[src/sdas_pkg.sv]
// Shared constants and types for the card access status controller.
`default_nettype none
package sdas_pkg;
  // Timing.
  localparam int unsigned CLK_HZ            = 200_000_000;
  localparam int unsigned TICK_PERIOD_US    = 1000;
  localparam int unsigned TICK_CYC          = (CLK_HZ / 1_000_000) * TICK_PERIOD_US;
  localparam int unsigned SLOW_INTERVAL_MS  = 1000;
  localparam int unsigned FAST_INTERVAL_MS  = 100;
  localparam int unsigned SLOW_TICKS        = SLOW_INTERVAL_MS * 1000 / TICK_PERIOD_US;
  localparam int unsigned FAST_TICKS        = FAST_INTERVAL_MS * 1000 / TICK_PERIOD_US;
  // Register byte offsets.
  localparam logic [3:0]  OFS_STATUS        = 4'h0;
  localparam logic [3:0]  OFS_CONTROL       = 4'h4;
  localparam logic [3:0]  OFS_IRQ_STATUS    = 4'h8;
  localparam logic [3:0]  OFS_IRQ_MASK      = 4'hC;
  // Status register fields.
  localparam int unsigned STS_READY_BIT     = 0;
  localparam int unsigned STS_BUSY_BIT      = 1;
  localparam int unsigned STS_PRESENT_BIT   = 2;
  localparam int unsigned STS_STATE_LSB     = 4;
  // Control register fields.
  localparam int unsigned CTL_HALT_BIT      = 0;
  localparam logic        HALT_RESET        = 1'b0;
  // Interrupt event bits.
  localparam int unsigned IRQ_W             = 5;
  localparam int unsigned IRQ_INSERT_BIT    = 0;
  localparam int unsigned IRQ_REMOVE_BIT    = 1;
  localparam int unsigned IRQ_RFAIL_BIT     = 2;
  localparam int unsigned IRQ_STOPPED_BIT   = 3;
  localparam int unsigned IRQ_REFUSED_BIT   = 4;
  localparam logic [4:0]  IRQ_RESET         = 5'h00;
  // Log destination roots.
  localparam logic [1:0]  LOG_ROOT_NONE     = 2'h0;
  localparam logic [1:0]  LOG_ROOT_PERIODIC = 2'h1;
  localparam logic [1:0]  LOG_ROOT_TRACE    = 2'h2;
  // Fixed volume label; the value is arbitrary.
  localparam logic [63:0] VOLUME_LABEL      = 64'h4341_5244_564F_4C31;
  // Card access states.
  typedef enum logic [2:0] {
    ST_ABSENT,
    ST_RECOG,
    ST_UNUSABLE,
    ST_STANDBY,
    ST_ACCESS,
    ST_STOPPING,
    ST_STOPPED
  } sdas_state_t;
  // Host maintenance operations.
  typedef enum logic [2:0] {
    OP_BROWSE,
    OP_UPLOAD,
    OP_DELETE,
    OP_FORMAT,
    OP_DOWNLOAD,
    OP_MKDIR,
    OP_RENAME
  } sdas_op_t;
endpackage
`default_nettype wire

[src/sdas_sync.sv]
// Two flip-flop level synchroniser for an asynchronous pin.
`default_nettype none
module sdas_sync (
  // Clock and reset.
  input  wire logic i_clk_sys,
  input  wire logic i_rstn,
  // Level.
  input  wire logic i_async,
  output logic      o_sync
);
  typedef struct packed {
    logic meta;
    logic sync;
  } sdas_sync_t;

  sdas_sync_t s_reg;
  sdas_sync_t s_next;

  always_comb begin
    s_next      = s_reg;
    s_next.meta = i_async;
    s_next.sync = s_reg.meta;
  end

  always_ff @(posedge i_clk_sys) begin
    if (!i_rstn) begin
      s_reg <= '0;
    end else begin
      s_reg <= s_next;
    end
  end

  assign o_sync = s_reg.sync;
endmodule
`default_nettype wire

[src/sdas_blink.sv]
// Flash pattern generator counting millisecond ticks.
`default_nettype none
module sdas_blink #(
  parameter int unsigned HALF_TICKS = 1000
) (
  // Clock and reset.
  input  wire logic i_clk_sys,
  input  wire logic i_rstn,
  // Control.
  input  wire logic i_tick,
  input  wire logic i_run,
  // Pattern.
  output logic      o_phase
);
  localparam int unsigned CW = $clog2(HALF_TICKS + 1);
  localparam logic [CW-1:0] LAST = CW'(HALF_TICKS - 1);

  typedef struct packed {
    logic [CW-1:0] cnt;
    logic          phase;
  } sdas_blink_t;

  sdas_blink_t b_reg;
  sdas_blink_t b_next;

  // A stopped pattern restarts lit, so every flash begins with a full lit interval.
  always_comb begin
    b_next = b_reg;
    if (!i_run) begin
      b_next.cnt   = '0;
      b_next.phase = 1'b1;
    end else if (i_tick) begin
      if (b_reg.cnt == LAST) begin
        b_next.cnt   = '0;
        b_next.phase = ~b_reg.phase;
      end else begin
        b_next.cnt = b_reg.cnt + CW'(1);
      end
    end
  end

  always_ff @(posedge i_clk_sys) begin
    if (!i_rstn) begin
      b_reg <= '{cnt: '0, phase: 1'b1};
    end else begin
      b_reg <= b_next;
    end
  end

  assign o_phase = b_reg.phase;
endmodule
`default_nettype wire

[src/sdas_top.sv]
// Card access state, status lamp, flags, host gating and register slave.
`default_nettype none
module sdas_top #(
  parameter int unsigned P_TICK_CYC = sdas_pkg::TICK_CYC
) (
  // Clock and reset.
  input  wire logic        i_clk_sys,
  input  wire logic        i_rstn,
  // Avalon-MM slave.
  input  wire logic [3:0]  i_avs_address,
  input  wire logic        i_avs_read,
  input  wire logic        i_avs_write,
  input  wire logic [31:0] i_avs_writedata,
  input  wire logic [3:0]  i_avs_byteenable,
  output logic [31:0]      o_avs_readdata,
  output logic             o_avs_waitrequest,
  // Interrupt.
  output logic             o_irq,
  // Card slot and card engine.
  input  wire logic        i_card_detect,
  input  wire logic        i_recog_done,
  input  wire logic        i_recog_ok,
  input  wire logic        i_access_active,
  output logic             o_recog_start,
  output logic             o_access_halt,
  // Status lamp and flags.
  output logic             o_led,
  output logic             o_card_ready_flag,
  output logic             o_card_busy_flag,
  // Host maintenance requests.
  input  wire logic        i_ctrl_running,
  input  wire logic        i_host_req,
  input  wire logic [2:0]  i_host_op,
  output logic             o_host_accept,
  output logic             o_host_refuse,
  output logic             o_format_start,
  output logic             o_format_quick,
  output logic [63:0]      o_volume_label,
  // Log instruction destinations.
  input  wire logic        i_log_req,
  input  wire logic        i_log_is_trace,
  input  wire logic [7:0]  i_log_subdir,
  output logic             o_log_valid,
  output logic [1:0]       o_log_root,
  output logic [7:0]       o_log_subdir
);
  localparam int unsigned PW = $clog2(P_TICK_CYC + 1);
  localparam logic [PW-1:0] PRE_LAST = PW'(P_TICK_CYC - 1);
  localparam int unsigned SW = $bits(sdas_pkg::sdas_state_t);

  typedef struct packed {
    sdas_pkg::sdas_state_t st;
    logic                  halt_req;
    logic                  halt_prev;
    logic                  led;
    logic                  ready;
    logic                  busy;
    logic [PW-1:0]         pre;
    logic                  tick;
    logic [4:0]            irq_st;
    logic [4:0]            irq_mask;
    logic                  ack;
    logic [31:0]           rdata;
    logic                  host_acc;
    logic                  host_ref;
    logic                  fmt;
    logic                  recog_start;
    logic                  log_vld;
    logic [1:0]            log_root;
    logic [7:0]            log_sub;
  } sdas_top_t;

  sdas_top_t r_reg;
  sdas_top_t r_next;
  logic      present;
  logic      slow_phase;
  logic      fast_phase;
  logic      halt_rise;
  logic      op_ok;
  logic      wr_en;
  logic [4:0] ev;

  sdas_sync u_sync (
    .i_clk_sys (i_clk_sys),
    .i_rstn    (i_rstn),
    .i_async   (i_card_detect),
    .o_sync    (present)
  );

  // Separate generators keep each pattern phase-clean when the state switches.
  sdas_blink #(
    .HALF_TICKS (sdas_pkg::SLOW_TICKS)
  ) u_slow (
    .i_clk_sys (i_clk_sys),
    .i_rstn    (i_rstn),
    .i_tick    (r_reg.tick),
    .i_run     (r_reg.st == sdas_pkg::ST_RECOG || r_reg.st == sdas_pkg::ST_STOPPING),
    .o_phase   (slow_phase)
  );

  sdas_blink #(
    .HALF_TICKS (sdas_pkg::FAST_TICKS)
  ) u_fast (
    .i_clk_sys (i_clk_sys),
    .i_rstn    (i_rstn),
    .i_tick    (r_reg.tick),
    .i_run     (r_reg.st == sdas_pkg::ST_ACCESS),
    .o_phase   (fast_phase)
  );

  assign halt_rise = r_reg.halt_req && !r_reg.halt_prev;
  assign wr_en     = i_avs_write && r_reg.ack;
  assign op_ok     = i_host_op <= 3'(sdas_pkg::OP_FORMAT);

  always_comb begin
    r_next             = r_reg;
    ev                 = '0;
    r_next.halt_prev   = r_reg.halt_req;
    r_next.recog_start = 1'b0;
    r_next.host_acc    = 1'b0;
    r_next.host_ref    = 1'b0;
    r_next.fmt         = 1'b0;
    r_next.log_vld     = 1'b0;
    // Millisecond tick divider.
    r_next.tick = 1'b0;
    if (r_reg.pre == PRE_LAST) begin
      r_next.pre  = '0;
      r_next.tick = 1'b1;
    end else begin
      r_next.pre = r_reg.pre + PW'(1);
    end
    // Card state machine; removal wins over everything.
    if (!present) begin
      if (r_reg.st != sdas_pkg::ST_ABSENT) begin
        ev[sdas_pkg::IRQ_REMOVE_BIT] = 1'b1;
      end
      r_next.st = sdas_pkg::ST_ABSENT;
    end else begin
      case (r_reg.st)
        sdas_pkg::ST_ABSENT: begin
          r_next.st          = sdas_pkg::ST_RECOG;
          r_next.recog_start = 1'b1;
          ev[sdas_pkg::IRQ_INSERT_BIT] = 1'b1;
        end
        sdas_pkg::ST_RECOG: begin
          if (halt_rise) begin
            r_next.st = sdas_pkg::ST_STOPPING;
          end else if (i_recog_done) begin
            r_next.st = i_recog_ok ? sdas_pkg::ST_STANDBY : sdas_pkg::ST_UNUSABLE;
            ev[sdas_pkg::IRQ_RFAIL_BIT] = !i_recog_ok;
          end
        end
        sdas_pkg::ST_STANDBY: begin
          if (halt_rise) begin
            r_next.st = sdas_pkg::ST_STOPPING;
          end else if (i_access_active) begin
            r_next.st = sdas_pkg::ST_ACCESS;
          end
        end
        sdas_pkg::ST_ACCESS: begin
          if (halt_rise) begin
            r_next.st = sdas_pkg::ST_STOPPING;
          end else if (!i_access_active) begin
            r_next.st = sdas_pkg::ST_STANDBY;
          end
        end
        sdas_pkg::ST_STOPPING: begin
          if (!i_access_active) begin
            r_next.st = sdas_pkg::ST_STOPPED;
            ev[sdas_pkg::IRQ_STOPPED_BIT] = 1'b1;
          end
        end
        sdas_pkg::ST_STOPPED: begin
          r_next.st = sdas_pkg::ST_STOPPED;
        end
        sdas_pkg::ST_UNUSABLE: begin
          r_next.st = sdas_pkg::ST_UNUSABLE;
        end
        default: begin
          r_next.st = sdas_pkg::ST_ABSENT;
        end
      endcase
    end
    // Lamp pattern follows the current state.
    case (r_reg.st)
      sdas_pkg::ST_STANDBY:  r_next.led = 1'b1;
      sdas_pkg::ST_RECOG:    r_next.led = slow_phase;
      sdas_pkg::ST_STOPPING: r_next.led = slow_phase;
      sdas_pkg::ST_ACCESS:   r_next.led = fast_phase;
      default:               r_next.led = 1'b0;
    endcase
    r_next.ready = present && (r_reg.st == sdas_pkg::ST_STANDBY || r_reg.st == sdas_pkg::ST_ACCESS);
    r_next.busy  = i_access_active && r_reg.st == sdas_pkg::ST_ACCESS;
    // Host maintenance gating; a card that is not ready also refuses.
    if (i_host_req) begin
      if (present && !i_ctrl_running && r_reg.ready && op_ok) begin
        r_next.host_acc = 1'b1;
        r_next.fmt      = i_host_op == 3'(sdas_pkg::OP_FORMAT);
      end else begin
        r_next.host_ref = 1'b1;
        ev[sdas_pkg::IRQ_REFUSED_BIT] = 1'b1;
      end
    end
    // Log destination selection.
    if (i_log_req) begin
      r_next.log_vld  = 1'b1;
      r_next.log_root = i_log_is_trace ? sdas_pkg::LOG_ROOT_TRACE : sdas_pkg::LOG_ROOT_PERIODIC;
      r_next.log_sub  = i_log_subdir;
    end
    // Bus slave: one wait cycle, then the access completes.
    r_next.ack   = (i_avs_read || i_avs_write) && !r_reg.ack;
    r_next.rdata = '0;
    if (i_avs_read && !r_reg.ack) begin
      case (i_avs_address)
        sdas_pkg::OFS_STATUS: begin
          r_next.rdata[sdas_pkg::STS_READY_BIT]   = r_reg.ready;
          r_next.rdata[sdas_pkg::STS_BUSY_BIT]    = r_reg.busy;
          r_next.rdata[sdas_pkg::STS_PRESENT_BIT] = present;
          r_next.rdata[sdas_pkg::STS_STATE_LSB +: SW] = r_reg.st;
        end
        sdas_pkg::OFS_CONTROL:    r_next.rdata[sdas_pkg::CTL_HALT_BIT] = r_reg.halt_req;
        sdas_pkg::OFS_IRQ_STATUS: r_next.rdata[sdas_pkg::IRQ_W-1:0] = r_reg.irq_st;
        sdas_pkg::OFS_IRQ_MASK:   r_next.rdata[sdas_pkg::IRQ_W-1:0] = r_reg.irq_mask;
        default:                  r_next.rdata = '0;
      endcase
    end
    if (wr_en && i_avs_byteenable[0] && i_avs_address == sdas_pkg::OFS_CONTROL) begin
      r_next.halt_req = i_avs_writedata[sdas_pkg::CTL_HALT_BIT];
    end
    if (wr_en && i_avs_byteenable[0] && i_avs_address == sdas_pkg::OFS_IRQ_MASK) begin
      r_next.irq_mask = i_avs_writedata[sdas_pkg::IRQ_W-1:0];
    end
    // Write one to clear; a new event in the same cycle keeps its bit set.
    if (wr_en && i_avs_byteenable[0] && i_avs_address == sdas_pkg::OFS_IRQ_STATUS) begin
      r_next.irq_st = r_reg.irq_st & ~i_avs_writedata[sdas_pkg::IRQ_W-1:0];
    end
    r_next.irq_st = r_next.irq_st | ev;
  end

  always_ff @(posedge i_clk_sys) begin
    if (!i_rstn) begin
      r_reg          <= '0;
      r_reg.st       <= sdas_pkg::ST_ABSENT;
      r_reg.halt_req <= sdas_pkg::HALT_RESET;
      r_reg.irq_st   <= sdas_pkg::IRQ_RESET;
      r_reg.irq_mask <= sdas_pkg::IRQ_RESET;
      r_reg.log_root <= sdas_pkg::LOG_ROOT_NONE;
    end else begin
      r_reg <= r_next;
    end
  end

  assign o_avs_readdata    = r_reg.rdata;
  assign o_avs_waitrequest = (i_avs_read || i_avs_write) && !r_reg.ack;
  assign o_irq             = |(r_reg.irq_st & r_reg.irq_mask);
  assign o_recog_start     = r_reg.recog_start;
  assign o_access_halt     = r_reg.st == sdas_pkg::ST_STOPPING || r_reg.st == sdas_pkg::ST_STOPPED;
  assign o_led             = r_reg.led;
  assign o_card_ready_flag = r_reg.ready;
  assign o_card_busy_flag  = r_reg.busy;
  assign o_host_accept     = r_reg.host_acc;
  assign o_host_refuse     = r_reg.host_ref;
  assign o_format_start    = r_reg.fmt;
  assign o_format_quick    = 1'b1;
  assign o_volume_label    = sdas_pkg::VOLUME_LABEL;
  assign o_log_valid       = r_reg.log_vld;
  assign o_log_root        = r_reg.log_root;
  assign o_log_subdir      = r_reg.log_sub;
endmodule
`default_nettype wire

[config.mk]
export PLATFORM = sky130hd
export DESIGN_NAME = sdas_top
export DESIGN_NICKNAME = d
export VERILOG_FILES = /design/src/sdas_pkg.sv /design/src/sdas_sync.sv /design/src/sdas_blink.sv /design/src/sdas_top.sv
export SDC_FILE = /design/constraint.sdc
export NUM_CORES = 1
export LEC_CHECK = 0
export BUFFER_PORTS_ARGS = -buffer_cell sky130_fd_sc_hd__buf_2
export CORE_MARGIN = 4
export CORE_UTILIZATION = 43
export CTS_BUF_LIST = sky130_fd_sc_hd__clkbuf_16
export DETAILED_ROUTE_END_ITERATION = 10
export GPL_TIMING_DRIVEN = 0
export MAX_ROUTING_LAYER = met4
export PLACE_DENSITY = 0.76
export SETUP_SLACK_MARGIN = 0.3
export SKIP_CTS_REPAIR_TIMING = 1
export SLEW_MARGIN = 20
export SYNTH_ARGS = -nofsm -noshare
export SYNTH_HDL_FRONTEND = slang
export SYNTH_SLANG_ARGS = --single-unit
[constraint.sdc]
create_clock -name i_clk_sys -period 1.6 [get_ports i_clk_sys]
set_input_delay 0.16 -clock i_clk_sys [delete_from_list [all_inputs] [get_ports i_clk_sys]]
set_output_delay 0.16 -clock i_clk_sys [all_outputs]
set_load 0.01 [all_outputs]
==> results of run 1 <==
==> report_power, final <==
part	switching, uW	leakage, uW	internal [uW]
combinational	269	0.00179	269
clock	882	0.000146	1240
sequential	24.4	0.000666	2050
total	1180	0.00260	3560
==> layout by cell type, fill, tap and decap left out, types with 8 or more instances in the layout <==
master and n:
buf_2 61, buf_4 131, clkbuf_16 9, conb_1 90, dfxtp_1 66, dfxtp_2 10
mux2i_1 18, nand2_1 24, nand3_1 16, nand4_1 16, nor2_1 61, nor2_2 8
nor3_1 8, o21ai_0 8, xnor2_1 19, xor2_1 12
==> worst paths after layout <==
kind                    startpoint             to
setup / recovery         r_reg[67]      r_reg[75]
hold / removal      i_log_is_trace  o_log_root[0]
setup reg to reg         r_reg[67]      r_reg[75]
hold reg to reg   u_sync.s_next[0]  u_sync.o_sync
==> through the flow <==
stage	util [%]	hold WS, ps
floorplan	-	237
global placement	53.4	359
detailed placement	53.4	369
CTS	56.7	10.9
global route	60.7	22.1
finish	60.7	27.1
==> area by class of cell <==
class	count	area [sq um]	share of cell area (%)
clock inverters	7	85.1	1.49
clock buffers	9	225	3.96
well taps	129	161	2.84
flip-flops and latches	81	1650	29.0
repair buffers	83	473	8.31
plain buffers	120	903	15.9
inverters	8	30.0	0.528
multi-input cells	358	2160	38.0
==> logic make-up after synthesis <==
logic type	share of synthesized area (%)
muxes	4.83
adders and majority gates	0.894
other	0.179
DFF	38.6
buffers and inverters	21.3
xor gates and xnor gates	6.46
and+or+nand+nor	21.6
AOI/OAI and AO/OA	6.14
==> per-layer routing <==
| layer | GRT usage, % | part of all wire [%] | wire (um) |
|---|---|---|---|
| met1 | 19.3 | 40 | 3910 |
| met2 | 25.9 | 52 | 5100 |
| met3 | 3.85 | 7.0 | 686 |
| met4 | 4.29 | 0.41 | 40 |
| met5 | - | 0 | 0 |
==> results_dict.tcl, run 1 <==
set metrics [dict create \
    core_area_sq_mm 0.00937 \
    wirelength_um 9740 \
    clock_sinks 81 \
    wl_per_cell_um 12.3 \
    fmax_ghz 0.650 \
    clk_latency_ps 330 \
    ir_drop_uv 657 \
    critPathArrivalTime_ps 1770 \
    hpwl_um 6950 \
    drt-pass1-iter-count 5 \
    finalHoldViolCount 0 \
    yosysUniqueCellTypes 52 \
    p_leak_uw 0.00260 \
    ys_ff_latch 81 \
    grt_pass1_vias 3242 \
    rrSetupSlack_ps 60 \
    first_iter_violations 168 \
    route.detailed.drc 0 \
    fin_crit_ps 1540 \
    drive_above_1_share_pct 40.4 \
    critPathTopFamily "simple AND/OR/NAND/NOR gates" \
    slowest_delay_ps 420 \
    placed_cell_area_sq_mm 0.00500 \
    ys_seq_area_share_pct 38.6 \
    ys.flop_type "dfxtp_1" \
    drv_cap 0 \
    grt.overflow.total 0 \
    cts_root_buffer "clkbuf_16" \
    nFillCells 831 \
    port-buffer-count 60 \
    ys_top_cells_by_area "dfxtp_1 39%, buf_4 19%, nor2_1 6.2%" \
    htreeDepth 3 \
    die_w_um 107 \
    path_depth 5 \
    synthArstFlopShare_pct 0 \
    final_design_area_no_fill_sq_mm 0.00569 \
    rsz0062_at_grt "true" \
    synth_top_area_share_pct 38.6 \
    synth_warnings 0 \
    relSlewSlack_pct 59.9 \
    cts_tree "done" \
    grt_antenna_before_repair 0 \
    die_y_um 107 \
    fin_nets 727 \
    setup_viol 0 \
    yosysMostFrequentCell "buf_4" \
    cts_buffers 9 \
    whs_path_depth 2 \
    critical_path_class "flip-flop to flip-flop" \
    dp.cells 756 \
    finalPower_uw 4730 \
    slew_viol_final 0 \
    gp_congestion 0.878 \
    powerDensity_mw_per_mm2 831 \
    vias 3576 \
    synth_common_cells "108 x buf_4, 81 x dfxtp_1, 69 x nor2_1" \
    worst-r2r-cell-count 5 \
    required_ps 1830 \
    hold_path_class "primary input to flip-flop" \
    initial_core_util_pct 44.8 \
    outcome "finished, final reports clean" \
    die-area_sq_mm 0.0114 \
    synth-edff-count 0 \
    cp_slowest_cell "dfxtp_1" \
    globalRouteTotalUtil_pct 15.7 \
    fin_ws_ps 62.3 \
    grt_max_degree 17 \
    crit_chain "nand4_1, buf_4, nor4_1, xnor2_1, nor2_1" \
    diodes 0 \
    crit_fanout 6 \
    fin_skew_ps 7.10 \
    critPathCaptureType "flip-flop" \
    synth_cells 479 \
    period_share_pct 96.1 \
    worstSetupStartpointType "flip-flop" \
    clkTransAtPathRegs_ps 60 \
    io_pins 181 \
    ant_nets 0 \
    stdcell_count 795 \
    path_buf_inv 1 \
    grt_pass1_wl_um 14500 \
    std_cell_rows 35 \
    avgSynthCellArea_sq_um 8.77 \
    syn_area_sq_mm 0.00420 \
    setup_tns_ps 0 \
    clk_path_buf_depth 2 \
    largest_reg_flops 34 \
    dp_worst_setup_slack_ps -101 \
    netlist.top_cell.by_area "dfxtp_1" \
    area_delta_synth_final_pct 35.5 \
    vias_per_cell 4.50 \
    tightestPinTransition_ps 601 \
]
Note: power is estimated with default switching activity, not from simulation.
==> inputs of run 2 (changes only) <==
--- a/config.mk
+++ b/config.mk
@@ -12,7 +12,8 @@
 export DETAILED_ROUTE_END_ITERATION = 10
 export GPL_TIMING_DRIVEN = 0
 export MAX_ROUTING_LAYER = met4
-export PLACE_DENSITY = 0.76
+export PLACE_DENSITY = 0.75
+export RECOVER_POWER = 100
 export SETUP_SLACK_MARGIN = 0.3
 export SKIP_CTS_REPAIR_TIMING = 1
 export SLEW_MARGIN = 20
==> constraint.sdc (replaced) <==
create_clock -name i_clk_sys -period 1.6 [get_ports i_clk_sys]
set_input_delay 0.08 -clock i_clk_sys [delete_from_list [all_inputs] [get_ports i_clk_sys]]
set_output_delay 0.08 -clock i_clk_sys [all_outputs]
set_load 0.01 [all_outputs]
==> run 2 against run 1 <==
  * The run now ends with negative hold slack left
  * Cell count grew 0.50%
  * First-iteration DRC count shrank 11%
  * Combinational power is essentially flat
  * Register-to-register slack is essentially flat
  * Core utilization is essentially flat
  * Critical path depth is the same
  * Hold slack lost 51 ps
  * Non-clock buffer count grew 4
  * Power is essentially flat
  * Critical endpoint is now r_reg[76]
  * Highest routed layer unchanged
==> results_dict.tcl, run 2 (same netlist as run 1, synthesis figures left out) <==
set metrics [dict create \
    io_pins 181 \
    setup_viol 0 \
    tightestPinTransition_ps 630 \
    gp_congestion 0.880 \
    critPathArrivalTime_ps 1810 \
    finalHoldViolCount 7 \
    largest_reg_flops 34 \
    die_w_um 107 \
    clk_path_buf_depth 2 \
    grt_antenna_before_repair 0 \
    slowest_delay_ps 580 \
    hold_ws_ps -23.8 \
    wl_per_cell_um 12.1 \
    powerDensity_mw_per_mm2 831 \
    area_delta_synth_final_pct 35.5 \
    grt_pass1_vias 3124 \
    drv_cap 0 \
    core_area_sq_mm 0.00937 \
    initial_core_util_pct 44.8 \
    std_cell_rows 35 \
    route.detailed.drc 0 \
    first_iter_violations 150 \
    fin_skew_ps 9.30 \
    htreeDepth 3 \
    setup_tns_ps 0 \
    cp_slowest_cell "or4b_1" \
    vias 3533 \
    port-buffer-count 60 \
    required_ps 1870 \
    diodes 0 \
    grt_max_degree 17 \
    clkTransAtPathRegs_ps 70 \
    drt-pass1-iter-count 4 \
    fmax_ghz 0.649 \
    crit_chain "buf_6, and3_4, nand4_4, or4b_1, a21oi_2" \
    die-area_sq_mm 0.0114 \
    die_y_um 107 \
    drive_above_1_share_pct 34.9 \
    crit_fanout 5 \
    wirelength_um 9680 \
    hpwl_um 6950 \
    placed_cell_area_sq_mm 0.00500 \
    outcome "complete, but fails checks" \
    cts_buffers 9 \
    fin_ws_ps 58.7 \
    layout_commonest_cell "buf_4" \
    rsz0062_at_grt "true" \
    period_share_pct 96.3 \
    post-route-util_pct 60.7 \
    critical_path_class "flip-flop to flip-flop" \
    dp_worst_setup_slack_ps -63.0 \
    ant_nets 0 \
    globalRouteTotalUtil_pct 15.7 \
    violations "negative hold slack" \
    fin_nets 731 \
    cts_root_buffer "clkbuf_16" \
    clock_sinks 81 \
    most-common-layout-cells "124 x buf_4, 90 x conb_1, 67 x nor2_1" \
    clk_latency_ps 340 \
    critPathCaptureType "flip-flop" \
    cts_tree "done" \
    fin_crit_ps 1540 \
    p_leak_uw 0.00250 \
    relSlewSlack_pct 58.0 \
    grt_pass1_wl_um 14400 \
    hold_path_class "primary input to flip-flop" \
    nFillCells 870 \
    worstSetupStartpointType "flip-flop" \
    ir_drop_uv 763 \
    grt.overflow.total 0 \
    slew_viol_final 0 \
    vias_per_cell 4.42 \
    final_design_area_no_fill_sq_mm 0.00569 \
]
run 2: per-stage QoR:
| step | power, uW | cells | hold slack [ps] |
|---|---|---|---|
| floorplan | 2510 | 567 | 157 |
| global placement | 2610 | 756 | 286 |
| detailed placement | 2620 | 756 | 291 |
| CTS | 4720 | 772 | -55.9 |
| global route | 4920 | 799 | 5.49 |
| finish | 4730 | 799 | -23.8 |
run 2: power by group:
| group | leakage, uW | internal [uW] | switching (uW) |
|---|---|---|---|
| Sequential | 0.000666 | 2050 | 25.3 |
| Combinational | 0.00169 | 269 | 266 |
| Clock | 0.000149 | 1240 | 881 |
run 2: critical path: cells and delay by family, from the launching register on:
kind | cells | cell delay (ps)
simple gates | 3 | 910
flops | 1 | 330
compound gates | 1 | 130
buf+inv | 1 | 100
run 2: final cells by class:
| class | count | area, sq um | area share [%] |
|---|---|---|---|
| Multi-Input combinational cell | 358 | 2160 | 38.0 |
| Sequential cell | 81 | 1650 | 28.9 |
| Buffer | 120 | 908 | 16.0 |
| Timing Repair Buffer | 87 | 475 | 8.36 |
| Clock buffer | 9 | 225 | 3.96 |
| Tap cell | 129 | 161 | 2.84 |
| Clock inverter | 7 | 83.8 | 1.47 |
| Inverter | 8 | 30.0 | 0.528 |
run 2: routing by layer:
layer  routed length, um  share of wire, %  vias up  global-route usage, %
li1                    -                 -     1790                      -
met4                  62              0.64        0                   3.47
met2                5070                52      109                   26.6
met1                4000                41     1628                   18.9
met3                 549               5.7        6                   4.03
met5                   0                 0        -                      -
run 2: final timing paths:
check | start | end | slack [ps] | cells after the start
max | r_reg[61] | r_reg[76] | 60 | 5
min | i_log_subdir[2] | o_log_subdir[2] | -20 | 3
max reg2reg | r_reg[61] | r_reg[76] | 60 | 5
min reg2reg | u_sync.s_next[0] | u_sync.o_sync | 440 | 1
==> inputs of run 3 (changes only) <==
--- a/config.mk
+++ b/config.mk
@@ -5,14 +5,14 @@
 export SDC_FILE = /design/constraint.sdc
 export NUM_CORES = 1
 export LEC_CHECK = 0
-export BUFFER_PORTS_ARGS = -buffer_cell sky130_fd_sc_hd__buf_2
 export CORE_MARGIN = 4
-export CORE_UTILIZATION = 43
+export CORE_UTILIZATION = 55
 export CTS_BUF_LIST = sky130_fd_sc_hd__clkbuf_16
 export DETAILED_ROUTE_END_ITERATION = 10
+export DONT_BUFFER_PORTS = 1
 export GPL_TIMING_DRIVEN = 0
 export MAX_ROUTING_LAYER = met4
-export PLACE_DENSITY = 0.75
+export PLACE_DENSITY = 0.72
 export RECOVER_POWER = 100
 export SETUP_SLACK_MARGIN = 0.3
 export SKIP_CTS_REPAIR_TIMING = 1
==> run 3 against run 2 <==
  * The run still ends with negative hold slack left
  * Core utilization up 14 points
  * Sequential share of layout area up 0.90 points
  * Critical path depth unchanged
  * Clock power about the same
  * Cell count down 8.5%
  * Non-clock buffer count down 38
==> results_dict.tcl, run 3 (same netlist as run 1, synthesis figures left out) <==
set metrics [dict create \
    outcome "complete, but fails checks" \
    violations "negative hold slack" \
    largest_reg_flops 34 \
    vias 3384 \
    worstSetupStartpointType "flip-flop" \
    hpwl_um 6350 \
    ir_drop_uv 1000 \
    crit_start "r_reg[73]" \
    fin_crit_ps 1500 \
    hold_path_class "primary input to flip-flop" \
    critPathCaptureType "flip-flop" \
    cp_slowest_cell "dfxtp_1" \
    grt.overflow.total 0 \
    required_ps 1820 \
    die_y_um 95.4 \
    p_clk_share_pct 44.9 \
    route.detailed.drc 0 \
    path_depth 5 \
    clk_latency_ps 340 \
    p_switching_uw 1140 \
    grt_pass1_wl_um 12900 \
    cts_buffers 9 \
    std_cell_rows 31 \
    slew_viol_final 0 \
    powerDensity_mw_per_mm2 852 \
    slowest_delay_ps 370 \
    critPathCapture "r_reg[63]" \
    initial_core_util_pct 57.3 \
    finalHoldViolCount 4 \
    port-buffer-count 0 \
    io_pins 181 \
    wl_per_cell_um 13.0 \
    grt_antenna_before_repair 0 \
    grt_max_degree 17 \
    crit_fanout 5 \
    core_area_sq_mm 0.00733 \
    area_delta_synth_final_pct 30.8 \
    pwr-share-comb_pct 10.7 \
    tightestPinTransition_ps 573 \
    p_leak_uw 0.00235 \
    relSlewSlack_pct 61.8 \
    worst-r2r-cell-count 5 \
    htreeDepth 3 \
    dp_worst_setup_slack_ps -78.5 \
    drive_above_1_share_pct 28.3 \
    clk_path_buf_depth 2 \
    nFillCells 543 \
    crit_chain "nor4_4, nand4_1, o31ai_4, buf_4, nor2_1" \
    fin_skew_ps 7.11 \
    reg2reg_from "r_reg[73]" \
    critPathArrivalTime_ps 1720 \
    hold_ws_ps -29.9 \
    fmax_ghz 0.668 \
    gp_congestion 0.873 \
    multi_input_area_sq_mm 0.00214 \
    clock_sinks 81 \
    switching_share_pct 24.4 \
    wirelength_um 9500 \
    grt_pass1_vias 2811 \
    ff_latch_area_sq_mm 0.00164 \
    cts_root_buffer "clkbuf_16" \
    vias_per_cell 4.63 \
    globalRouteTotalUtil_pct 18.5 \
    rrSetupSlack_ps 100 \
    clkTransAtPathRegs_ps 60 \
    period_share_pct 93.6 \
    intPower_uw 3540 \
    p_seq_share_pct 44.3 \
    critPathTopFamily "simple AND/OR/NAND/NOR gates" \
    drv_cap 0 \
    first_iter_violations 102 \
    path_buf_inv 1 \
    die_w_um 95.4 \
    setup_viol 0 \
    r2r-end "r_reg[63]" \
    critical_path_class "flip-flop to flip-flop" \
    rsz0062_at_grt "true" \
    fin_ws_ps 102 \
    fin_nets 693 \
    drt-pass1-iter-count 4 \
    layout_commonest_cell "buf_4" \
    most-common-layout-cells "106 x buf_4, 90 x conb_1, 70 x dfxtp_1" \
    finalPower_uw 4680 \
    ant_nets 0 \
    die-area_sq_mm 0.00910 \
    diodes 0 \
    cts_tree "done" \
]
-- run 3: metal layers --
layer,GRT usage [%],wire length (um)
met1,20.5,3690
met4,5.69,127
met3,6.39,751
met2,31.4,4930
met5,-,0
-- run 3: power groups by stage --
stage / clock network (uW) / logic, uW / registers [uW]
2_1_floorplan: 0 / 393 / 2120
3_3_place_gp: 0 / 420 / 2120
3_5_place_dp: 0 / 423 / 2120
4_1_cts: 2140 / 424 / 2080
5_1_grt: 2210 / 551 / 2080
6_report: 2100 / 502 / 2080
-- run 3: worst min-delay path by stage --
stage / start / to / slack [ps] / cells past startpoint
2_1_floorplan: i_avs_address[3] / o_avs_readdata[5] / 160 / 1
3_3_place_gp: i_avs_address[3] / o_avs_readdata[6] / 160 / 1
3_5_place_dp: i_avs_address[3] / o_avs_readdata[5] / 160 / 1
4_1_cts: i_avs_address[3] / o_avs_readdata[5] / -190 / 1
5_1_grt: i_avs_writedata[2] / r_reg[55] / 2 / 2
6_report: i_recog_done / r_reg[83] / -30 / 2
-- run 3: layout make-up --
class	count	share of cell area, %
multi-input combinational	358	38.9
sequential	81	29.8
buffer	120	15.0
timing repair buffer	49	7.83
clock buffer	9	4.10
tap	99	2.25
clock inverter	7	1.50
inverter	8	0.547
-- run 3: per-stage QoR --
step           area [sq um]  instances  util, %  TNS (ps)
3_3_place_gp           4670        666     63.6      -578
5_1_grt                5490        731     74.9     -5.64
6_report               5490        731     74.9         0
4_1_cts                4970        682     67.8      -872
2_1_floorplan          4540        567        -         0
3_5_place_dp           4670        666     63.6      -757
